File: config.mk
export PLATFORM = sky130hd
export DESIGN_NAME = opd_divider
export DESIGN_NICKNAME = d
export VERILOG_FILES = /design/src/hw/opd_pkg.sv /design/src/hw/opd_divider.sv /design/src/hw/opd_reg8.sv /design/src/hw/opd_down_cnt.sv
export SDC_FILE = /design/constraint.sdc
export NUM_CORES = 1
export LEC_CHECK = 0
export BUFFER_PORTS_ARGS = -buffer_cell sky130_fd_sc_hd__buf_2
export CAP_MARGIN = 40
export CORE_MARGIN = 2
export CORE_UTILIZATION = 50
export CTS_CLUSTER_SIZE = 30
export DETAILED_ROUTE_END_ITERATION = 7
export PLACE_DENSITY = 0.71
export SYNTH_ARGS = -nofsm -noshare
export SYNTH_HDL_FRONTEND = slang
export SYNTH_SLANG_ARGS = --single-unit
File: constraint.sdc
create_clock -name mclk -period 8.3 [get_ports mclk]
set_input_delay 0 -clock mclk [delete_from_list [all_inputs] [get_ports mclk]]
set_output_delay 0 -clock mclk [all_outputs]
set_load 0.1 [all_outputs]
File: src/hw/opd_pkg.sv
// Constants, field positions and state codes for the output pair divider.
// Assumes one clock domain and the plain register port of the top module.
// How it works
// - Output stays low for the count in the period register upper nibble.
// - Output stays high for the count in the period register lower nibble.
// - Control bit 7 set bypasses the divider and passes its input clock.
// - Control bit 6 clear obeys chip alignment; set ignores it.
// - Control bit 5 forces a static high level, only with sync ignored.
// - Control bit 4 picks the level the divider starts with.
// - Routing bit 1 clear drives both pair outputs from this divider.
// - Routing bit 1 set takes VCO on 10b, external clock on 00b, 01b nothing.
// - Routing bit 0 clear enables duty-cycle correction; set disables it.
// - Source bit 1 picks VCO or external clock; VCO forbids divider bypass.
// - Source bit 0 bypasses VCO divider; VCO must not be chosen then.
package opd_pkg;
   localparam int ADDR_W = 9;
   localparam int DATA_W = 8;
   localparam int CNT_W = 5;
   localparam int SUM_W = 6;

   // Register addresses
   localparam logic [ADDR_W-1:0] ADDR_PERIOD = 9'h196;
   localparam logic [ADDR_W-1:0] ADDR_CTRL = 9'h197;
   localparam logic [ADDR_W-1:0] ADDR_ROUTE = 9'h198;
   localparam logic [ADDR_W-1:0] ADDR_STATUS = 9'h199;

   // Reset values and the routing write mask
   localparam logic [DATA_W-1:0] RST_PERIOD = 8'h00;
   localparam logic [DATA_W-1:0] RST_CTRL = 8'h00;
   localparam logic [DATA_W-1:0] RST_ROUTE = 8'h00;
   localparam logic [DATA_W-1:0] ROUTE_MASK = 8'h03;
   localparam logic [DATA_W-1:0] RDATA_IDLE = 8'h00;

   // Period register fields
   localparam int PER_LO_MSB = 7;
   localparam int PER_LO_LSB = 4;
   localparam int PER_HI_MSB = 3;
   localparam int PER_HI_LSB = 0;

   // Control register fields
   localparam int CTL_BYPASS = 7;
   localparam int CTL_NOSYNC = 6;
   localparam int CTL_FORCE = 5;
   localparam int CTL_START = 4;
   localparam int CTL_OFS_MSB = 3;
   localparam int CTL_OFS_LSB = 0;

   // Routing register fields
   localparam int RTE_DIRECT = 1;
   localparam int RTE_DCC_OFF = 0;

   // Status register fields
   localparam int STS_LEVEL = 0;
   localparam int STS_RUN = 1;
   localparam int STS_HOLD = 2;
   localparam int STS_SRC_BAD = 3;

   // Source select codes
   localparam logic [1:0] SRC_EXT = 2'h0;
   localparam logic [1:0] SRC_NONE = 2'h1;
   localparam logic [1:0] SRC_VCO = 2'h2;
   localparam logic [1:0] SRC_BAD = 2'h3;

   localparam logic [CNT_W-1:0] CNT_ONE = 5'h01;
   localparam logic [CNT_W-1:0] CNT_ZERO = 5'h00;

   typedef enum logic [1:0] {
      ST_HOLD = 2'b00,
      ST_OFFSET = 2'b01,
      ST_RUN = 2'b10
   } opd_state_t;
endpackage

File: src/hw/opd_divider.sv
// Output pair divider channel: registers, phase counting, sync and routing.
// Assumes mclk oversamples the clock levels; div_in_tick marks input cycles.
//
// The address-and-strobe port was left to the implementer.
`timescale 1ns/1ps
`default_nettype none
module opd_divider
   import opd_pkg::*;
(
   input wire logic mclk,
   input wire logic reset_n,
   input wire logic [ADDR_W-1:0] addr,
   input wire logic [DATA_W-1:0] wdata,
   input wire logic wr_stb,
   input wire logic rd_stb,
   output logic [DATA_W-1:0] rdata,
   input wire logic div_in_tick,
   input wire logic dist_clk_lvl,
   input wire logic vco_clk_lvl,
   input wire logic ext_clk_lvl,
   input wire logic [1:0] src_sel,
   input wire logic chip_align,
   output logic pair_output_a,
   output logic pair_output_b
);
   logic [DATA_W-1:0] period_q;
   logic [DATA_W-1:0] ctrl_q;
   logic [DATA_W-1:0] route_q;
   logic [DATA_W-1:0] rdata_q;
   logic [DATA_W-1:0] rdata_d;
   logic [DATA_W-1:0] status_w;
   opd_state_t state_q;
   opd_state_t state_d;
   logic lvl_q;
   logic lvl_d;
   logic pair_q;
   logic pair_d;

   // Address decode for the register port
   logic we_period;
   logic we_ctrl;
   logic we_route;
   logic [DATA_W-1:0] route_wdata;
   assign we_period = wr_stb && (addr == ADDR_PERIOD);
   assign we_ctrl = wr_stb && (addr == ADDR_CTRL);
   assign we_route = wr_stb && (addr == ADDR_ROUTE);
   assign route_wdata = wdata & ROUTE_MASK;

   opd_reg8 #(
      .RST(RST_PERIOD)
   ) u_period (
      .mclk(mclk),
      .reset_n(reset_n),
      .we(we_period),
      .wdata(wdata),
      .q(period_q)
   );

   opd_reg8 #(
      .RST(RST_CTRL)
   ) u_ctrl (
      .mclk(mclk),
      .reset_n(reset_n),
      .we(we_ctrl),
      .wdata(wdata),
      .q(ctrl_q)
   );

   opd_reg8 #(
      .RST(RST_ROUTE)
   ) u_route (
      .mclk(mclk),
      .reset_n(reset_n),
      .we(we_route),
      .wdata(route_wdata),
      .q(route_q)
   );

   // Control and routing fields
   logic bypass;
   logic nosync;
   logic force_high;
   logic start_high;
   logic [3:0] phase_ofs;
   logic direct;
   logic duty_fix_disable;
   assign bypass = ctrl_q[CTL_BYPASS];
   assign nosync = ctrl_q[CTL_NOSYNC];
   assign force_high = ctrl_q[CTL_FORCE];
   assign start_high = ctrl_q[CTL_START];
   assign phase_ofs = ctrl_q[CTL_OFS_MSB:CTL_OFS_LSB];
   assign direct = route_q[RTE_DIRECT];
   assign duty_fix_disable = route_q[RTE_DCC_OFF];

   // Phase lengths; a field value n lasts n+1 input cycles
   // A zero field still gives a one-cycle phase, so the counter never stalls
   logic [CNT_W-1:0] raw_lo;
   logic [CNT_W-1:0] raw_hi;
   assign raw_lo = {1'b0, period_q[PER_LO_MSB:PER_LO_LSB]} + CNT_ONE;
   assign raw_hi = {1'b0, period_q[PER_HI_MSB:PER_HI_LSB]} + CNT_ONE;

   // Correction splits the whole period evenly; odd totals favour low
   // Trade-off: costs an adder but needs no second edge of the input clock
   logic [SUM_W-1:0] period_sum;
   logic [SUM_W-1:0] fix_hi_w;
   logic [SUM_W-1:0] fix_lo_w;
   logic [CNT_W-1:0] hi_len;
   logic [CNT_W-1:0] lo_len;
   assign period_sum = {1'b0, raw_lo} + {1'b0, raw_hi};
   assign fix_hi_w = period_sum >> 1;
   assign fix_lo_w = period_sum - fix_hi_w;
   assign hi_len = duty_fix_disable ? raw_hi : fix_hi_w[CNT_W-1:0];
   assign lo_len = duty_fix_disable ? raw_lo : fix_lo_w[CNT_W-1:0];

   // Alignment only reaches a divider that obeys it
   logic align_hit;
   assign align_hit = chip_align && !nosync;

   // Forced level needs sync ignored, otherwise it is inert
   logic force_eff;
   assign force_eff = force_high && nosync;

   // A running phase counter reaching one on a tick toggles the level
   logic [CNT_W-1:0] ph_cnt;
   logic ph_zero;
   logic ph_load;
   logic [CNT_W-1:0] ph_val;
   logic toggle;
   assign toggle = (state_q == ST_RUN) && div_in_tick && (ph_cnt == CNT_ONE);

   // Offset counter delays the first toggle after release
   logic [CNT_W-1:0] ofs_cnt;
   logic ofs_zero;
   logic ofs_load;
   logic [CNT_W-1:0] ofs_val;
   assign ofs_val = {1'b0, phase_ofs};

   opd_down_cnt #(
      .W(CNT_W)
   ) u_phase (
      .mclk(mclk),
      .reset_n(reset_n),
      .load(ph_load),
      .load_val(ph_val),
      .tick(div_in_tick),
      .cnt_q(ph_cnt),
      .zero(ph_zero)
   );

   opd_down_cnt #(
      .W(CNT_W)
   ) u_offset (
      .mclk(mclk),
      .reset_n(reset_n),
      .load(ofs_load),
      .load_val(ofs_val),
      .tick(div_in_tick),
      .cnt_q(ofs_cnt),
      .zero(ofs_zero)
   );

   // Sequencer: hold at start level, wait offset, then alternate phases
   // Alignment is a level; a long pulse keeps an obeying divider parked
   always_comb begin
      state_d = state_q;
      lvl_d = lvl_q;
      ph_load = 1'b0;
      ph_val = lo_len;
      ofs_load = 1'b0;
      unique case (state_q)
         ST_HOLD: begin
            lvl_d = start_high;
            if (!bypass && !align_hit) begin
               state_d = ST_OFFSET;
               ofs_load = 1'b1;
            end
         end
         ST_OFFSET: begin
            if (ofs_zero) begin
               state_d = ST_RUN;
               ph_load = 1'b1;
               ph_val = lvl_q ? hi_len : lo_len;
            end
         end
         ST_RUN: begin
            if (toggle) begin
               lvl_d = !lvl_q;
               ph_load = 1'b1;
               ph_val = lvl_q ? lo_len : hi_len;
            end
         end
         default: begin
            state_d = ST_HOLD;
         end
      endcase
      // Alignment or bypass drops back to hold and reloads later
      if (align_hit || bypass) begin
         state_d = ST_HOLD;
      end
   end

   always_ff @(posedge mclk or negedge reset_n) begin
      if (!reset_n) begin
         state_q <= ST_HOLD;
         lvl_q <= 1'b0;
      end else begin
         state_q <= state_d;
         lvl_q <= lvl_d;
      end
   end

   // Divider-side level: bypass, forced level, or counted phases
   logic div_lvl;
   assign div_lvl = bypass ? dist_clk_lvl : force_eff ? 1'b1 : lvl_q;

   // Direct routing; illegal source codes leave the divider in place
   logic src_bad;
   logic take_vco;
   logic take_ext;
   assign src_bad = (src_sel == SRC_BAD);
   assign take_vco = direct && (src_sel == SRC_VCO);
   assign take_ext = direct && (src_sel == SRC_EXT);
   assign pair_d = take_vco ? vco_clk_lvl : take_ext ? ext_clk_lvl : div_lvl;

   // Both outputs of the pair share one flop to keep them skew free
   // One cycle of latency is the price of glitch-free routing changes
   always_ff @(posedge mclk or negedge reset_n) begin
      if (!reset_n) begin
         pair_q <= 1'b0;
      end else begin
         pair_q <= pair_d;
      end
   end
   assign pair_output_a = pair_q;
   assign pair_output_b = pair_q;

   // Status and read mux; unmapped reads give zero
   assign status_w = {4'h0, src_bad, (state_q == ST_HOLD), (state_q == ST_RUN), lvl_q};
   assign rdata_d = !rd_stb ? RDATA_IDLE :
                    (addr == ADDR_PERIOD) ? period_q :
                    (addr == ADDR_CTRL) ? ctrl_q :
                    (addr == ADDR_ROUTE) ? route_q :
                    (addr == ADDR_STATUS) ? status_w : RDATA_IDLE;

   // Read data live only in the cycle after the strobe
   always_ff @(posedge mclk or negedge reset_n) begin
      if (!reset_n) begin
         rdata_q <= RDATA_IDLE;
      end else begin
         rdata_q <= rdata_d;
      end
   end
   assign rdata = rdata_q;
endmodule
`default_nettype wire

File: src/hw/opd_reg8.sv
// One software register of the divider, loaded by a write strobe.
// Assumes the caller decodes the address and masks unused bits.
`timescale 1ns/1ps
`default_nettype none
module opd_reg8 #(
   parameter logic [7:0] RST = 8'h00
) (
   input wire logic mclk,
   input wire logic reset_n,
   input wire logic we,
   input wire logic [7:0] wdata,
   output logic [7:0] q
);
   // Plain storage; reset value set per instance
   always_ff @(posedge mclk or negedge reset_n) begin
      if (!reset_n) begin
         q <= RST;
      end else if (we) begin
         q <= wdata;
      end
   end
endmodule
`default_nettype wire

File: src/hw/opd_down_cnt.sv
// Down counter stepped by the divider input tick, with priority load.
// Assumes tick is a one-cycle pulse per divider input clock cycle.
`timescale 1ns/1ps
`default_nettype none
module opd_down_cnt #(
   parameter int W = 5
) (
   input wire logic mclk,
   input wire logic reset_n,
   input wire logic load,
   input wire logic [W-1:0] load_val,
   input wire logic tick,
   output logic [W-1:0] cnt_q,
   output logic zero
);
   logic [W-1:0] cnt_d;

   // Load beats tick so a reload never loses a step
   assign cnt_d = load ? load_val : (tick && (cnt_q != '0)) ? cnt_q - 1'b1 : cnt_q;
   assign zero = (cnt_q == '0);

   always_ff @(posedge mclk or negedge reset_n) begin
      if (!reset_n) begin
         cnt_q <= '0;
      end else begin
         cnt_q <= cnt_d;
      end
   end
endmodule
`default_nettype wire

Yosys cells after proc, flatten, opt, wreduce, memory -nomap -nowiden
Index checks and enable logic that the tools add are counted.
{ "totals": {"register_bits": 40, "input_bits": 28, "out_inout_bits": 10, "wordCells": 86} }
{ "classes": {"addsub": 6, "n_eq_ne": 13, "n_mux": 31, "reduce_logical": 27} }
{ "ops": {"columns": ["operator", "count"], "rows": [
  ["5-bit two-way mux", 10],
  ["9-bit equality test, second input constant", 4],
  ["8-bit two-way mux", 3],
  ["1-bit logical AND", 12],
  ["4-bit by 1-bit adder with 5-bit output, second input constant", 2],
  ["5-bit case mux with 2 select lines", 1],
  ["5-bit nonzero test", 2],
  ["5-bit by 1-bit subtractor with 5-bit output, second input constant", 2],
  ["1-bit two-way mux", 9],
  ["4-bit two-way mux", 2],
  ["5-bit by 5-bit adder with 6-bit output", 1],
  ["2-bit equality test, second input constant", 3],
  ["2-bit two-way mux", 3],
  ["2-bit case mux with 3 select lines", 1],
  ["2-bit nonzero test", 3],
  ["5-bit by 1-bit equality test with 1-bit output, second input constant", 1],
  ["5-bit zero test", 1],
  ["5-bit subtractor", 1],
  ["1-bit zero test", 4],
  ["2-bit zero test", 2],
  ["2-bit by 1-bit inequality test with 1-bit output, second input constant", 2],
  ["1-bit case mux with 2 select lines", 2],
  ["3-bit by 1-bit inequality test with 1-bit output, second input constant", 1],
  ["3-bit inequality test, second input constant", 1],
  ["4 further kinds", 4]
]} }

Longest topological paths before layout
{ "depth": {"ltp_word": 8, "depth_mapped": 13, "ltp_nobuf": 13} }

By module
Synthesis repeated with hierarchy kept, for this count alone.
{ "unflattened": {"cells_unflattened": 299, "hier_area_um2": 3126.7} }
{ "modules_own_cells": {"columns": ["module", "instances", "cells_per_inst", "area_per_inst_um2", "seq_area_each_um2"], "rows": [
  ["opd_divider", 1, 184, 1524.0, 300.3],
  ["opd_reg8", 3, 17, 331.6, 200.2],
  ["opd_down_cnt", 2, 32, 304.0, 125.1]
]} }

Worst setup path before layout
Ideal clock, no wire load.
{ "synth_timing": {"path_kind": "register to register", "from": "register u_period.q[4]", "to": "register u_phase.cnt_q[4]", "setup_ps": 87, "arrival_time_ps": 2766, "required_ps": 8213, "path_slack_ps": 5447, "stages_incl_launch_ff": 13, "path_buffers": 0, "period_less_slack_ps": 2853, "cell_sequence": "dfrtp_1 ha_1 ha_1 a211oi_2 o21bai_2 xnor2_2 clkinv_2 ha_1 a21oi_1 inv_1 a311oi_1 a2bb2oi_1 o211ai_1"} }
{ "synth_via": {"elab_chain_len": 8, "elab_cells_between_ends": 11, "cone_classes": "add/sub (3); mux (8)"} }
{ "synth_rtl": {"columns": ["item", "line", "text"], "rows": [
  ["start: declaration", "opd_reg8.sv:12", "output logic [7:0] q"],
  ["start signal: assignment", "opd_reg8.sv:19", "q <= wdata;"],
  ["4-bit by 1-bit adder with 5-bit output *", "opd_divider.sv:99", "assign raw_lo = {1'b0, period_q[PER_LO_MSB:PER_LO_LSB]} + CNT_ONE;"],
  ["5-bit by 5-bit adder with 6-bit output", "opd_divider.sv:109", "assign period_sum = {1'b0, raw_lo} + {1'b0, raw_hi};"],
  ["5-bit subtractor", "opd_divider.sv:111", "assign fix_lo_w = period_sum - fix_hi_w;"],
  ["5-bit two-way mux", "opd_divider.sv:113", "assign lo_len = duty_fix_disable ? raw_lo : fix_lo_w[CNT_W-1:0];"],
  ["5-bit two-way mux, on equally long branches", "opd_divider.sv:189, opd_divider.sv:182", null],
  ["5-bit two-way mux, on equally long branches", "opd_divider.sv:186, opd_divider.sv:179", null],
  ["5-bit case mux with 2 select lines *", "opd_divider.sv:170", "unique case (state_q)"],
  ["5-bit two-way mux *", "opd_down_cnt.sv:19", "assign cnt_d = load ? load_val : (tick && (cnt_q != '0)) ? cnt_q - 1'b1 : cnt_q;"],
  ["end signal: assignment", "opd_down_cnt.sv:26", "cnt_q <= cnt_d;"],
  ["end: declaration", "opd_down_cnt.sv:13", "output logic [W-1:0] cnt_q,"]
]} }
Mark *: on every way between the ends. The rest lies on a longest branch, timed or not.
A chain may end at the register's enable or synchronous reset.

Final worst setup path
{ "layout_timing": {"from": "register u_period.q[0]", "to": "register u_phase.cnt_q[4]"} }
{ "layout_via": {"elab_chain_len": 8, "elab_cells_between_ends": 11, "cone_classes": "add/sub (3); mux (8)"} }
{ "layout_rtl": {"columns": ["item", "line", "text"], "rows": [
  ["4-bit by 1-bit adder with 5-bit output *", "opd_divider.sv:100", "assign raw_hi = {1'b0, period_q[PER_HI_MSB:PER_HI_LSB]} + CNT_ONE;"],
  ["5-bit by 5-bit adder with 6-bit output", "opd_divider.sv:109", null],
  ["5-bit subtractor", "opd_divider.sv:111", null],
  ["5-bit two-way mux", "opd_divider.sv:113", null],
  ["5-bit two-way mux, on equally long branches", "opd_divider.sv:189, opd_divider.sv:182", null],
  ["5-bit two-way mux, on equally long branches", "opd_divider.sv:186, opd_divider.sv:179", null],
  ["5-bit case mux with 2 select lines *", "opd_divider.sv:170", null],
  ["5-bit two-way mux *", "opd_down_cnt.sv:19", null]
]} }
Marks and branches as above.

==> results.cfg <==
[sta]
slew_violations = 0
min_period_ns = 3.11
max_slew.worst_pin.slew_ns = 0.703
slew-limit-headroom_pct = 52.5
finalSetupViolCount = 0
skew_ns = 0.00536
setup_tns_ns = 0
grt_setup_unrepaired = false
max_clk_rate_mhz = 321
layout_worst_path_cycle_share_pct = 37.5
finalHoldViolations = 0
worst_slack_ns = 5.19

[clocking]
htreeDepth = 2
clk_pin_slew_worst_paths_ns = 0.07
cts_made_buffers = 5
clock_latency_ns = 0.29
post_cts_buffers = 0
clock_sink_count = 40
cts_tree = done
clk_root_buffer_cell = sky130_fd_sc_hd__clkbuf_8
clk_path_buf_depth = 2

[grt]
first_global_vias = 2018
grt_first_pass_wirelength_um = 9810
grt_antenna_before_repair = 0
global_route.usage.total_pct = 21.2
largest_net_degree_at_the_start_of_global_routing = 39
grt.overflow.total = 0

[finish]
layout.cells.most_common = sky130_fd_sc_hd__dfrtp_1
final_cell_mix = sky130_fd_sc_hd__dfrtp_1 (40), sky130_fd_sc_hd__buf_2 (37), sky130_fd_sc_hd__inv_1 (25)
post-route-util_pct = 60.9
layout.nets = 362
final_design_area_no_fill_sq_um = 3090
fillers = 441
num_antenna_cells = 0
areaGrowthSynthToFinish_pct = 18.2
drive_above_1_share_pct = 23.5

[drt]
drcViolationCount = 0
wirelength_um = 5750
drtPass1Iterations = 5
initialDrtViolationCount = 126
vias_post_dr = 2073
drt-vias-per-instance = 5.38
antenna_left = 0
post_drt_wl_per_cell_um = 14.9

[floorplanning]
dieHeight_um = 76.3
core_region_area_sq_um = 5070
fp.dieW_um = 76.3
rows = 26
effective_utilization_at_floorplan_pct = 51.6
ioPinCount = 38
die-area_sq_um = 5830

[synth]
synthesis.instances = 265
synth_ff_type = sky130_fd_sc_hd__dfrtp_1
synthesis.area_sq_um = 2620
syn_area_per_cell_sq_um = 9.87
synth_edf_count = 0
synth_nets = 313
synth_compound_area_share_pct = 16.3
synth_adder_area_share_pct = 10.1
ys_async_sr_fraction_pct = 100
synth_simple_gate_area_share_pct = 13.2
ys.warnings.count = 0
synth_seq_area_share_pct = 38.3
ys_types = 52
main_combinational_cell_family_by_area_after_synthesis = compound AO/OA/AOI/OAI gates
synthXorXnorAreaFrac_pct = 6.93
synth.area.mux_share_pct = 10.0
synth-seq-cells = 40

[worst_setup_path]
endpoint_kind = flip-flop
critPathArrivalTime_ns = 3.32
cp_launch_type = flip-flop
critical_path.max_fanout = 6
worstSetupPathType = flip-flop to flip-flop
cp_data_required_time_ns = 8.51

[placed_design]
detailed_place.area_sq_um = 2880
numPortBuffers = 37
dp_hpwl_um = 4340
worst_case_setup_slack_after_placement_ns = 5.24
gpl.final_weighted_congestion = 0.807

[power_and_ir_drop]
irDropWorstVdd_v = 0.000136
leakage_uw = 0.00152
power.density_cell_area_nw_per_um2 = 221
total_power_uw = 684

[run]
cap_viol_max_count = 0

[worst_hold_path]
tightest_hold_check_type = input pin to flip-flop

[status]
result_of_the_run = completed
[worst paths after layout]
kind	from	end	slack, ns	depth (start not counted)
min reg2reg	u_route.q[1]	pair_output_a	0.55	1
max reg2reg	u_period.q[0]	u_phase.cnt_q[4]	5.19	12
min in group asynchronous	reset_n	u_phase.cnt_q[4]	0.05	2
min	chip_align	state_q[0]	0.007	3
max	u_period.q[0]	u_phase.cnt_q[4]	5.19	12
max in group asynchronous	reset_n	rdata[0]	7.84	3
[sequential cells by signal (all words and copies together) (netlist names)]
register,count
u_offset.cnt_q,5
u_phase.cnt_q,5
pair_output_a,1
u_period.q,8
rdata,8
u_ctrl.q,8
u_route.q,2
state_q,2
lvl_q,1
[synthesized netlist by cell type, drive strengths merged (2+ instances only)]
cell / instances / area share (%)
mux2: 18 / 7.7
mux2i: 6 / 2.3
a22oi: 5 / 1.4
nor4b: 2 / 0.91
or4: 2 / 0.57
nand2: 22 / 3.2
or2: 2 / 0.48
ha: 18 / 8.6
dfrtp: 40 / 38
a21o: 2 / 0.57
xor2: 9 / 3.3
clkbuf: 3 / 0.43
fa: 2 / 1.5
o21ai: 11 / 2.2
nor2: 20 / 2.9
nor2b: 3 / 0.72
nand3: 7 / 1.5
a211oi: 4 / 1.3
o21bai: 2 / 0.72
xnor2: 10 / 3.6
a21oi: 15 / 3.3
a221oi: 7 / 2.3
buf: 4 / 0.86
inv: 25 / 3.6
and3: 4 / 0.96
a31oi: 4 / 0.96
nand2b: 2 / 0.48
[per-stage QoR]
stage | cells | hold WS, ns
floorplan | 265 | -0.296
global placement | 365 | 0.181
detailed placement | 366 | -0.173
CTS | 385 | 0.00148
global route | 385 | 0.0228
finish | 385 | 0.00672
[where the power goes]
part	internal, uW	total, uW	switching [uW]
Combinational	108	263	155
Sequential	231	267	36.5
Clock	89.2	154	64.3
[per-layer routing]
metal	share of wire [%]	track usage [%]	wire length [um]
met4	0.96	4.91	55
met3	2.9	3.67	166
met5	0	0	0
met2	47	33.1	2700
met1	49	30.9	2820
[layout make-up]
type                       count  area, sq um  share of cell area, %
multi-input combinational    192         1480                   47.9
sequential                    40         1000                   32.4
timing repair buffer          49          315                   10.2
inverter                      26         98.8                   3.20
tap                           70         87.6                   2.83
clock buffer                   6         72.6                   2.35
clock inverter                 2         35.0                   1.13
[kinds of logic (layout without fill, tap and decap cells)]
kind of cell / Yosys count / in the layout
xor+xnor: 19 / 19
buf+inv: 33 / 83
mux: 24 / 24
flops: 40 / 40
fa+ha+maj: 20 / 20
compound gates: 60 / 60
simple gates: 69 / 69
[worst max-delay path, cell delays in order (launching register included)]
cell and delay (ns):
sky130_fd_sc_hd__dfrtp_1 0.45, sky130_fd_sc_hd__ha_1 0.36, sky130_fd_sc_hd__ha_1 0.30, sky130_fd_sc_hd__a211oi_2 0.24, sky130_fd_sc_hd__o21bai_2 0.17, sky130_fd_sc_hd__xnor2_2 0.16, sky130_fd_sc_hd__clkinv_2 0.13, sky130_fd_sc_hd__ha_1 0.35
sky130_fd_sc_hd__a21oi_1 0.24, sky130_fd_sc_hd__inv_1 0.09, sky130_fd_sc_hd__a311oi_1 0.26, sky130_fd_sc_hd__a2bb2oi_1 0.10, sky130_fd_sc_hd__o211ai_1 0.18
[timing repair]
item,4_1_cts,5_1_grt
endpoints found under the setup margin,0,0
resized for setup,0,0
endpoints found under the hold margin,63,0
hold buffers,11,0
Power figures use the tool's default switching activity.
